## src/ppm_pkg.sv

```systemverilog
// Package of constants and types for the port 2 pin mode configuration block
package ppm_pkg;

  // ****************************************************************
  // Register map
  // ****************************************************************
  localparam int unsigned       PPM_ADDR_W      = 8;
  localparam logic [7:0]        PPM_ACCESS_ADDR = 8'h97;
  localparam logic [7:0]        PPM_RESET_VAL   = 8'h00;
  localparam int unsigned       PPM_NUM_PINS    = 8;

  // ****************************************************************
  // Field positions
  // ****************************************************************
  localparam int unsigned       PPM_MODE_HI     = 7;
  localparam int unsigned       PPM_MODE_LO     = 5;
  localparam int unsigned       PPM_IN_HI       = 6;
  localparam int unsigned       PPM_DIR_BIT     = 4;
  localparam int unsigned       PPM_LOAD_BIT    = 3;
  localparam int unsigned       PPM_IDX_HI      = 2;
  localparam int unsigned       PPM_IDX_LO      = 0;

  // ****************************************************************
  // Mode encodings
  // ****************************************************************
  localparam logic [2:0]        PPM_OUT_NORMAL  = 3'h0;
  localparam logic [2:0]        PPM_OUT_HIGH    = 3'h3;
  localparam logic [1:0]        PPM_IN_NOPULL   = 2'h0;
  localparam logic [1:0]        PPM_IN_PULLDOWN = 2'h1;
  localparam logic [1:0]        PPM_IN_PULLUP   = 2'h2;
  localparam logic [1:0]        PPM_IN_OFF      = 2'h3;
  localparam logic              PPM_DIR_OUT     = 1'b0;
  localparam logic              PPM_DIR_IN      = 1'b1;

  // Block state: modes of all pins, read pointer, read data
  typedef struct packed {
    logic [7:0][2:0] out_mode;
    logic [7:0][1:0] in_mode;
    logic [2:0]      rd_idx;
    logic            rd_dir;
    logic [7:0]      rdata;
  } ppm_state_t;

endpackage

```

## src/ppm_port2_pin_mode.sv

```systemverilog
// Port 2 pin mode configuration register with indirect pin addressing
//
// Implementation choice: strobed register access.
`timescale 1ns/1ps
`default_nettype none
// ****************************************************************
// Operation
// - output modes: 000 normal, 011 high drive
// - input modes: no pull, pull-down, pull-up, off
// - direction bit zero output, one input
// - pin index selects pin for write
// - load bit clear writes selected pin mode
// - load bit set stores index and direction
// - read returns mode of stored pin, direction
// - index codes 0 to 7 select pins 0-7
// ****************************************************************
// ****************************************************************
// Register layout
// ****************************************************************
// One byte at the access address:
//   [7:5] mode field: output mode, or input mode in [6:5]
//   [4]   direction select: zero output side, one input side
//   [3]   read pointer load: set stores index and direction only
//   [2:0] pin index, binary, pin 0 to pin 7
// A read returns the mode of the pin that the stored pointer names;
// bits 4 to 0 and, for the input side, bit 7 read as zero.
// Illegal output codes are kept as written and flagged per pin, so
// software can see its own mistake instead of a silent rewrite.
// Read data stand for the single cycle after the read strobe and are
// zero otherwise, so a wired-or read mux upstream stays clean.
module ppm_port2_pin_mode
  import ppm_pkg::*;
(
  // Clock and reset
  input  wire logic                  core_clk_i,
  input  wire logic                  resetn_i,
  // Register port
  input  wire logic [PPM_ADDR_W-1:0] addr_i,
  input  wire logic [7:0]            wdata_i,
  input  wire logic                  wr_i,
  input  wire logic                  rd_i,
  output logic      [7:0]            rdata_o,
  // Pin configuration outputs, one field per pin
  output logic      [7:0]            high_drive_o,
  output logic      [7:0]            illegal_out_mode_o,
  output logic      [7:0]            pull_down_o,
  output logic      [7:0]            pull_up_o,
  output logic      [7:0]            in_buf_en_o
);

  // ****************************************************************
  // State
  // ****************************************************************
  ppm_state_t state_ff;
  ppm_state_t nxt_state;

  logic       wr_hit;
  logic       rd_hit;
  logic [2:0] w_idx;
  logic       w_dir;
  logic       w_load;
  logic [2:0] w_mode;

  // Mode of the pin that the read pointer names, for the read checks
  logic [2:0] sel_out_mode;
  logic [1:0] sel_in_mode;

  // Read-back value for a pin and direction
  function automatic logic [7:0] ppm_readback(input ppm_state_t s,
                                              input logic [2:0] idx,
                                              input logic       dir);
    logic [7:0] v;
    v = '0;
    if (dir == PPM_DIR_IN) begin
      v[PPM_IN_HI:PPM_MODE_LO] = s.in_mode[idx];
    end else begin
      v[PPM_MODE_HI:PPM_MODE_LO] = s.out_mode[idx];
    end
    return v;
  endfunction

  // Decode of the register port
  assign wr_hit = wr_i && (addr_i == PPM_ACCESS_ADDR);
  assign rd_hit = rd_i && (addr_i == PPM_ACCESS_ADDR);
  assign w_idx  = wdata_i[PPM_IDX_HI:PPM_IDX_LO];
  assign w_dir  = wdata_i[PPM_DIR_BIT];
  assign w_load = wdata_i[PPM_LOAD_BIT];
  assign w_mode = wdata_i[PPM_MODE_HI:PPM_MODE_LO];

  // ****************************************************************
  // Next-state logic
  // ****************************************************************
  always_comb begin
    nxt_state = state_ff;
    // A pointer load and a mode write are exclusive by the load bit,
    // so one write never both moves the pointer and edits a pin.
    // Illegal output codes go in unchanged; the decode flags them.
    if (wr_hit) begin
      if (w_load) begin
        nxt_state.rd_idx = w_idx;
        nxt_state.rd_dir = w_dir;
      end else if (w_dir == PPM_DIR_IN) begin
        nxt_state.in_mode[w_idx] = w_mode[1:0];
      end else begin
        nxt_state.out_mode[w_idx] = w_mode;
      end
    end
    // Unmapped reads return zero; data stands one cycle only
    nxt_state.rdata = '0;
    if (rd_hit) begin
      nxt_state.rdata = ppm_readback(state_ff, state_ff.rd_idx,
                                     state_ff.rd_dir);
    end
  end

  // State register
  always_ff @(posedge core_clk_i or negedge resetn_i) begin
    if (!resetn_i) begin
      state_ff <= '0;
    end else begin
      state_ff <= nxt_state;
    end
  end

  assign rdata_o = state_ff.rdata;

  // Pointer-selected modes, watched by the read-back assertions
  assign sel_out_mode = state_ff.out_mode[state_ff.rd_idx];
  assign sel_in_mode  = state_ff.in_mode[state_ff.rd_idx];

  // ****************************************************************
  // Pin configuration decode
  // ****************************************************************
  // Decoded from the stored modes only, so the pin controls change
  // exactly at the write edge and never glitch on a read.
  // Each pin reads only its own fields; the index is plain binary.
  always_comb begin
    for (int p = 0; p < PPM_NUM_PINS; p++) begin
      high_drive_o[p]       = state_ff.out_mode[p] == PPM_OUT_HIGH;
      illegal_out_mode_o[p] = (state_ff.out_mode[p] != PPM_OUT_HIGH)
                           && (state_ff.out_mode[p] != PPM_OUT_NORMAL);
      pull_down_o[p]        = state_ff.in_mode[p] == PPM_IN_PULLDOWN;
      pull_up_o[p]          = state_ff.in_mode[p] == PPM_IN_PULLUP;
      in_buf_en_o[p]        = state_ff.in_mode[p] != PPM_IN_OFF;
    end
  end
endmodule // ppm_port2_pin_mode
`default_nettype wire

```

## config.mk

```make
export PLATFORM = sky130hd
export DESIGN_NAME = ppm_port2_pin_mode
export DESIGN_NICKNAME = d
export VERILOG_FILES = /design/src/ppm_pkg.sv /design/src/ppm_port2_pin_mode.sv
export SDC_FILE = /design/constraint.sdc
export NUM_CORES = 1
export LEC_CHECK = 0
export ABC_AREA = 1
export BUFFER_PORTS_ARGS = -buffer_cell sky130_fd_sc_hd__buf_2
export CAP_MARGIN = 10
export CORE_MARGIN = 3
export CORE_UTILIZATION = 35
export DETAILED_ROUTE_END_ITERATION = 7
export GPL_TIMING_DRIVEN = 0
export PLACE_DENSITY_LB_ADDON = 0.12
export SKIP_CTS_REPAIR_TIMING = 1
export SLEW_MARGIN = 5
export SYNTH_ARGS = -nofsm -noshare
export SYNTH_HDL_FRONTEND = slang
export SYNTH_SLANG_ARGS = --single-unit
```

## constraint.sdc

```tcl
create_clock -name core_clk_i -period 2.6 [get_ports core_clk_i]
set_clock_uncertainty 0.15 [all_clocks]
set_input_delay 0.13 -clock core_clk_i [delete_from_list [all_inputs] [get_ports core_clk_i]]
set_output_delay 0.13 -clock core_clk_i [all_outputs]
set_load 0.03 [all_outputs]
```

== Yosys cells after proc, flatten, opt, wreduce, memory -nomap -nowiden ==
Cells that the tools add are included.

* Reduce and logical (&&, ||, !) cells: 22
* Multiplexer cells: 13
* Equal/unequal tests: 41
* Bitwise operators: 2
* Order comparisons: 3

{| class="wikitable"
|+ Operators by type and width
! cell !! count
|-
| 24-bit bitwise mux || 1
|-
| 3-bit by 2-bit == test with 1-bit output (second input constant) || 8
|-
| 3-bit by 2-bit inequality test with 1-bit output (second input constant) || 8
|-
| 3-bit nonzero test || 8
|-
| 16-bit bitwise mux || 1
|-
| 2-bit by 1-bit == test with 1-bit output (second input constant) || 8
|-
| 2-bit == test (second input constant) || 8
|-
| 2-bit inequality test (second input constant) || 8
|-
| 1-bit logical AND || 11
|-
| 3-bit binary-select mux with 3-bit select || 1
|-
| 3-bit demux with 3-bit select || 1
|-
| 8-bit == test (second input constant) || 1
|-
| 3-bit by 4-bit less-than comparator with 1-bit output (second input constant) || 2
|-
| 8-bit 2-to-1 mux || 1
|-
| 2-bit binary-select mux with 3-bit select || 1
|-
| 2-bit demux with 3-bit select || 1
|-
| 2-bit 2-to-1 mux || 3
|-
| 3-bit 2-to-1 mux || 2
|-
| 3-bit AND reduction || 2
|-
| 3-bit by 1-bit >= comparator with 1-bit output (second input constant) || 1
|-
| 1-bit NOT || 2
|-
| 2-bit AND reduction || 1
|-
| 1-bit 2-to-1 mux || 1
|}

* Logic and storage cells: 100
* Register bits after elaboration: 52
* Input port bits: 20

== Logic depth before layout (Yosys ltp) ==
Gate-level depths: netlist of run 1.

* Word-level depth: 5
* Gate-level depth with buffers: 9
* Gate-level depth less buffers: 8

== Least setup slack after synthesis of run 1 ==
No wires, ideal clock.

* Path kind: register to output
* Start: reg state_ff[39] in the netlist's numbering
* End: out illegal_out_mode_o[3]
* Required time: 2.320 ns
* Arrival time: 1.486 ns
* Cell stages (with the launch flop): 3
* Setup slack: 0.834 ns
* Path through: dfrtp_1 -> nor3_1 -> nor2_1

* Longest elaborated chain between the ends: 2

{| class="wikitable"
|+ RTL lines
! element !! line !! text
|-
| from (decl) || ppm_port2_pin_mode.sv:54 || <nowiki>ppm_state_t state_ff;</nowiki>
|-
| from (signal assigned) || ppm_port2_pin_mode.sv:121 || <nowiki>state_ff <= nxt_state;</nowiki>
|-
| 3-bit by 2-bit inequality test with 1-bit output or 3-bit nonzero test (tied branches) || ppm_port2_pin_mode.sv:140, ppm_port2_pin_mode.sv:141 ||
|-
| 1-bit logical AND * || ppm_port2_pin_mode.sv:141 || <nowiki>&& (state_ff.out_mode[p] != PPM_OUT_NORMAL);</nowiki>
|-
| to (decl) || ppm_port2_pin_mode.sv:45 || <nowiki>output logic [7:0] illegal_out_mode_o,</nowiki>
|}

Every way passes the cells marked *; elsewhere a longest branch is shown, timed or not.

== Worst setup path after layout of run 1 ==
* Start: in wdata_i[4]
* End: reg state_ff[15] in the netlist's numbering

* Longest elaborated chain between the ends: 1

{| class="wikitable"
|+ RTL lines
! element !! line !! text
|-
| from (decl) || ppm_port2_pin_mode.sv:39 || <nowiki>input wire logic [7:0] wdata_i,</nowiki>
|-
| 3-bit AND reduction (no source line) || -- ||
|}

Every way passes these cells.
A chain may end at the register's enable or synchronous reset.

==> results.tsv, run 1 <==
metric	value	unit
status	completed	
die_x	97.15	um
vias	2912	
r2r_cells	7	
syn-cell-area	2908	sq um
place.gp.congestion	0.8367	
wl	8554	um
p_sw	0.3721	mW
maxCapViolCount	0	
synth_flop_cell	dfrtp_1	
slew_violations	0	
ys_seq_elements	47	
crit_end	state_ff[15]	
multi_input_area	1441	sq um
ctsRootBufferMaster	clkbuf_8	
leakage	1.866	nW
fin_tns_setup	0	ns
synth_area_leaders	dfrtp_1 40%, nand2_1 18%, nand3_1 12%, inv_1 4.9%, nor2_1 4.0%	
final_net_count	499	
synth-edff-count	0	
io_buffers	58	
nFillCells	852	
grt_overflow_total	0	
drtAntennaViolNets	0	
seqCellArea	1176	sq um
yosys-top-cells-count	136 x nand2_1, 68 x nand3_1, 47 x dfrtp_1	
synth_top_cell_by_area	dfrtp_1	
startpoint_type	primary input	
synth_warnings	0	
hpwl	6342	um
final_hold_viol_count	0	
insertion_delay	0.31	ns
fin_util	43.64	%
clkTransAtPathRegs	0.09	ns
powerDensity	387.6	nW/um^2
fmax	544.2	MHz
rows	32	
r2r-end	rdata_o[6]	
cts_made_buffers	5	
io_pins	68	
seqPwrFrac	55.2	%
maxSlewHeadroom	27.02	%
synth_top_area_share	40.45	%
syn_inst	408	
critPathCaptureType	flip-flop	
first_global_vias	2808	
dr.pass1.iters	5	
internal_power	0.9621	mW
cts_tree	built	
comb_power_share	11.4	%
ir_drop	0.2045	mV
crit_fanout	10	
crit_arrival	1.93	ns
start_util	36.87	%
pwr-share-clk	33.5	%
synthToLayoutAreaGrowth	18.37	%
antenna_cells	0	
period_share	70.67	%
crit_path_start	wdata_i[4]	
critPathKind	in2reg	
die_h	97.15	um
viasPerCell	5.003	
hold_path.class	in2reg	
setup_viol	0	
max_slew.worst_pin.slew	1.095	ns
numClockSinks	47	
syn_area_per_cell	7.127	sq um
drive_above_1_share	20.83	%
h-tree-depth	2	
drt-initial-drc-count	205	
grt_max_degree	48	
antenna_found_initial	0	
r2r_start	state_ff[9]	
yosysMostFrequentCell	nand2_1	
synthArstFlopShare	100.0	%
drc	0	
grt_pass1_wl	14400	um
die_area	9438	sq um
wl_per_cell	14.70	um
power_switching_share	27.89	%
seq_area_frac_synth	40.45	%
period_needed	1.837	ns
clock_path_buffers	2	
synth_cell_types	26	
rsz0062_at_grt	no	
worst-r2r-setup-slack	0.81	ns
fp.coreArea	7888	sq um
grt.total_usage	18.87	%
cp.required	2.69	ns
flip-flops by register name, summed over array words and instances, names as in the netlist:
signal / count
state_ff: 44
rdata_o: 3
critical path: stages:
cell	delay (ns)
dlygate4sd3_1	0.52
buf_2	0.13
inv_1	0.06
nor2_2	0.32
inv_1	0.13
nor2_4	0.22
buf_4	0.21
nand3_1	0.10
nand2_1	0.09
per-stage QoR:
step	instances	power (mW)	hold slack, ns	instance area, sq um	setup WS, ns
3_5_place_dp	572	0.8999	0.2497	3341	0.8870
3_3_place_gp	572	0.8981	0.2484	3341	0.9098
6_report	582	1.334	0.05423	3442	0.7626
5_1_grt	582	1.398	0.06877	3442	0.6077
4_1_cts	580	1.340	-0.08297	3422	0.8638
2_1_floorplan	412	0.8364	-0.3156	2923	0.8344
logic make-up (layout without fill, tap and decap cells):
kind of cell	Yosys count	in the layout	synth area share (%)
AND/OR/NAND/NOR	284	284	47.33
other	1	5	0.1290
flip-flops	47	47	40.45
buffers and inverters	67	135	10.50
AO/OA/AOI/OAI	9	9	1.592
how the worst min path moves through the flow:
| stage | from | to | slack, ns | cells after the start |
|---|---|---|---|---|
| finish | wdata_i[6] | state_ff[27] | 0.05 | 3 |
| global route | rd_i | rdata_o[6] | 0.07 | 4 |
| CTS | resetn_i | state_ff[16] | -0.08 | 1 |
| detailed placement | resetn_i | state_ff[16] | 0.25 | 1 |
| global placement | resetn_i | state_ff[17] | 0.25 | 1 |
| floorplan | resetn_i | rdata_o[5] | -0.32 | 0 |
cells in the final DEF (no fill, tap or decap):
master and count:
conb_1 5, nor3_4 7, nand3b_2 1, o22ai_1 1, inv_1 38, nor3b_1 1, dlygate4sd3_1 2, clkinv_2 1
nor3_1 16, nand4_1 14, nor2_1 31, nor2_8 1, clkbuf_8 5, a21oi_1 2, nand2_2 1, nand2_1 136
nand3_1 68, nor2_4 2, buf_1 2, nand4_2 3, buf_4 11, clkbuf_1 10, nor2_2 2, clkinv_1 1
nor3_2 1, inv_4 3, buf_2 62, o21ai_0 6, dfrtp_1 47
cell type report:
| type | instances | share of cell area (%) |
|---|---|---|
| Multi-Input combinational cell | 298 | 41.88 |
| Inverter | 42 | 4.798 |
| Timing Repair Buffer | 60 | 9.015 |
| Sequential cell | 47 | 34.17 |
| Tap cell | 102 | 3.708 |
| Clock buffer | 7 | 2.217 |
| Buffer | 25 | 4.071 |
| Clock inverter | 1 | 0.1454 |
power groups by stage:
stage | sequential (mW) | combinational (mW) | clock [mW]
2_1_floorplan | 0.750 | 0.0864 | 0
6_report | 0.736 | 0.152 | 0.447
3_3_place_gp | 0.750 | 0.148 | 0
5_1_grt | 0.737 | 0.167 | 0.494
4_1_cts | 0.736 | 0.150 | 0.455
3_5_place_dp | 0.750 | 0.150 | 0
per-layer routing:
| metal | track usage, % | up-vias | wire length [um] |
|---|---|---|---|
| li1 | - | 1449 | - |
| met4 | 3.564 | 0 | 68 |
| met3 | 2.872 | 5 | 641 |
| met1 | 26.62 | 1346 | 3847 |
| met2 | 30.89 | 112 | 3997 |
| met5 | 0 | - | 0 |
Power figures use the tool's default switching activity.
==> inputs of run 2 (changes only) <==
==> constraint.sdc (replaced) <==
create_clock -name core_clk_i -period 1.6 [get_ports core_clk_i]
set_clock_uncertainty 0.15 [all_clocks]
set_input_delay 0.08 -clock core_clk_i [delete_from_list [all_inputs] [get_ports core_clk_i]]
set_output_delay 0.08 -clock core_clk_i [all_outputs]
set_load 0.03 [all_outputs]
==> run 2 against run 1 <==
Non-clock buffer count did not move. Via count decreased by 2.2%. Worst hold slack lost 0.047 ns. Combinational power grew 64%. Critical path depth is 1 lower. Cell count is the same. Power increased by 78%. Sequential power is 63% higher. Sequential share of layout area shrank 0.88 points. First-iteration DRC count decreased by 30%. Clock power increased by 110%. Critical endpoint is now rdata_o[6].
==> results.tsv, run 2 (synthesis gave the netlist of run 1 again) <==
metric	value	unit	change
mostFrequentLayoutCells	136 x nand2_1, 68 x nand3_1, 63 x buf_2		
cp_num_cells	8		-1
final_net_count	499		unchanged
r2r-end	rdata_o[6]		
period_needed	1.467	ns	
drt-initial-drc-count	144		-30%
drive_above_1_share	24.17	%	+3.3 points
fp.coreArea	7888	sq um	unchanged
whs_path_depth	4		+1
leakage	1.903	nW	+2.0%
slowest_delay	0.41	ns	-0.11 ns
final_hold_viol_count	0		unchanged
grt_overflow_total	0		unchanged
slowest_stage	dfrtp_1		
dpl_worst_slack	-0.1072	ns	-0.9942 ns
rsz0062_at_grt	no		
crit_arrival	1.51	ns	-0.42 ns
fin_util	44.80	%	+1.2 points
hpwl	6403	um	+0.97%
numClockSinks	47		unchanged
antenna_found_initial	0		unchanged
crit_fanout	10		unchanged
cts_made_buffers	5		unchanged
viasPerCell	4.892		-2.2%
cp.required	1.65	ns	-1.04 ns
h-tree-depth	2		unchanged
crit_chain	clkbuf_2 -> nand2_1 -> nand3_1 -> nand3_1 -> nand2_1 -> nand2_1 -> nand2_1 -> nor2_1		
worst-r2r-setup-slack	0.13	ns	-0.68 ns
wl	8655	um	+1.2%
critPathBufInv	1		-4
final_common_cell	nand2_1		
largest_register	state_ff		
crit_family	simple AND/OR/NAND/NOR gates		
antenna_cells	0		unchanged
hold_end	rdata_o[5]		
hold_path.class	in2reg		
grt_max_degree	48		unchanged
die_x	97.15	um	unchanged
grt.total_usage	18.86	%	about the same
slew_violations	0		unchanged
r2r_cells	8		+1
critPathCaptureType	flip-flop		
fmax	681.5	MHz	
crit_top_cell	nand2_1		
r2r_start	state_ff[9]		
period_share	91.71	%	
insertion_delay	0.30	ns	about the same
clkTransAtPathRegs	0.09	ns	about the same
max_slew.worst_pin.slew	1.075	ns	-0.01971 ns
synthToLayoutAreaGrowth	21.51	%	
first_global_vias	2738		-2.5%
holdWs	0.007382	ns	-0.04685 ns
maxSlewHeadroom	28.34	%	+1.3 points
dr.pass1.iters	4		-1
placed_cells	572		unchanged
place.gp.congestion	0.8344		-0.27%
die_area	9438	sq um	unchanged
critPathKind	reg2reg		
clock_path_buffers	2		unchanged
vias	2847		-2.2%
maxCapViolCount	0		unchanged
stdcell_count	582		unchanged
status	completed		
drtAntennaViolNets	0		unchanged
drc	0		unchanged
rows	32		unchanged
nFillCells	833		-2.2%
cts_tree	built		
worst_slack	0.1326	ns	-0.6300 ns
largest_reg_flops	44		unchanged
setup_viol	0		unchanged
ctsRootBufferMaster	clkbuf_8		
worstHoldStart	rd_i		
grt_pass1_wl	14280	um	-0.86%
io_pins	68		unchanged
start_util	36.87	%	unchanged
startpoint_type	flip-flop		
wl_per_cell	14.87	um	+1.2%
die_h	97.15	um	unchanged
powerDensity	671.9	nW/um^2	+73%
io_buffers	58		unchanged
ir_drop	0.4869	mV	+140%
==> run 2: cell count changes in the layout (fill, tap and decap cells not counted), sizes merged <==
cell / delta
clkinvlp: +1
clkbuf: -2
clkinv: -1
bufinv: +1
buf: +1
==> run 2: cell type report <==
| type | instances | area, sq um | area share (%) |
|---|---|---|---|
| Sequential cell | 47 | 1176 | 33.29 |
| Timing Repair Buffer | 60 | 310.3 | 8.782 |
| Buffer | 25 | 151.4 | 4.285 |
| Clock buffer | 6 | 82.58 | 2.337 |
| Tap cell | 102 | 127.6 | 3.612 |
| Clock inverter | 2 | 35.03 | 0.9915 |
| Inverter | 42 | 168.9 | 4.780 |
| Multi-Input combinational cell | 298 | 1481 | 41.93 |
==> run 2: metrics by stage <==
step | setup TNS, ns | power (mW) | cell area (sq um)
global route | 0 | 2.464 | 3533
finish | 0 | 2.374 | 3533
global placement | -0.1585 | 1.462 | 3381
detailed placement | -0.2642 | 1.465 | 3381
floorplan | 0 | 1.359 | 2963
CTS | -0.3257 | 2.387 | 3498
==> run 2: worst max path at each step <==
stage | startpoint | endpoint | slack [ns]
detailed placement | state_ff[9] | rdata_o[5] | -0.11
CTS | state_ff[9] | rdata_o[5] | -0.13
floorplan | state_ff[39] | illegal_out_mode_o[3] | 0.21
finish | state_ff[9] | rdata_o[6] | 0.13
global route | state_ff[9] | rdata_o[6] | 0.02
global placement | state_ff[9] | rdata_o[5] | -0.07
==> run 2: tightest hold or removal path, cell delays in order <==
cell and delay (ns):
buf_2 0.09, nor3b_1 0.15, nand2_1 0.07, nor2_1 0.03
==> run 2: power by group <==
| group | switching [mW] | total, mW | internal, mW |
|---|---|---|---|
| clock network | 0.422 | 0.928 | 0.507 |
| logic | 0.185 | 0.250 | 0.0653 |
| registers | 0.00443 | 1.20 | 1.19 |
| total | 0.611 | 2.37 | 1.76 |
==> run 2: per-layer routing <==
layer  track usage, %  part of all wire, %  vias up
met5                0                    0        -
met4            3.564                 0.55        0
met3            2.656                  5.1        4
met2            30.41                   48       72
met1            27.14                   47     1322
li1                 -                    -     1449
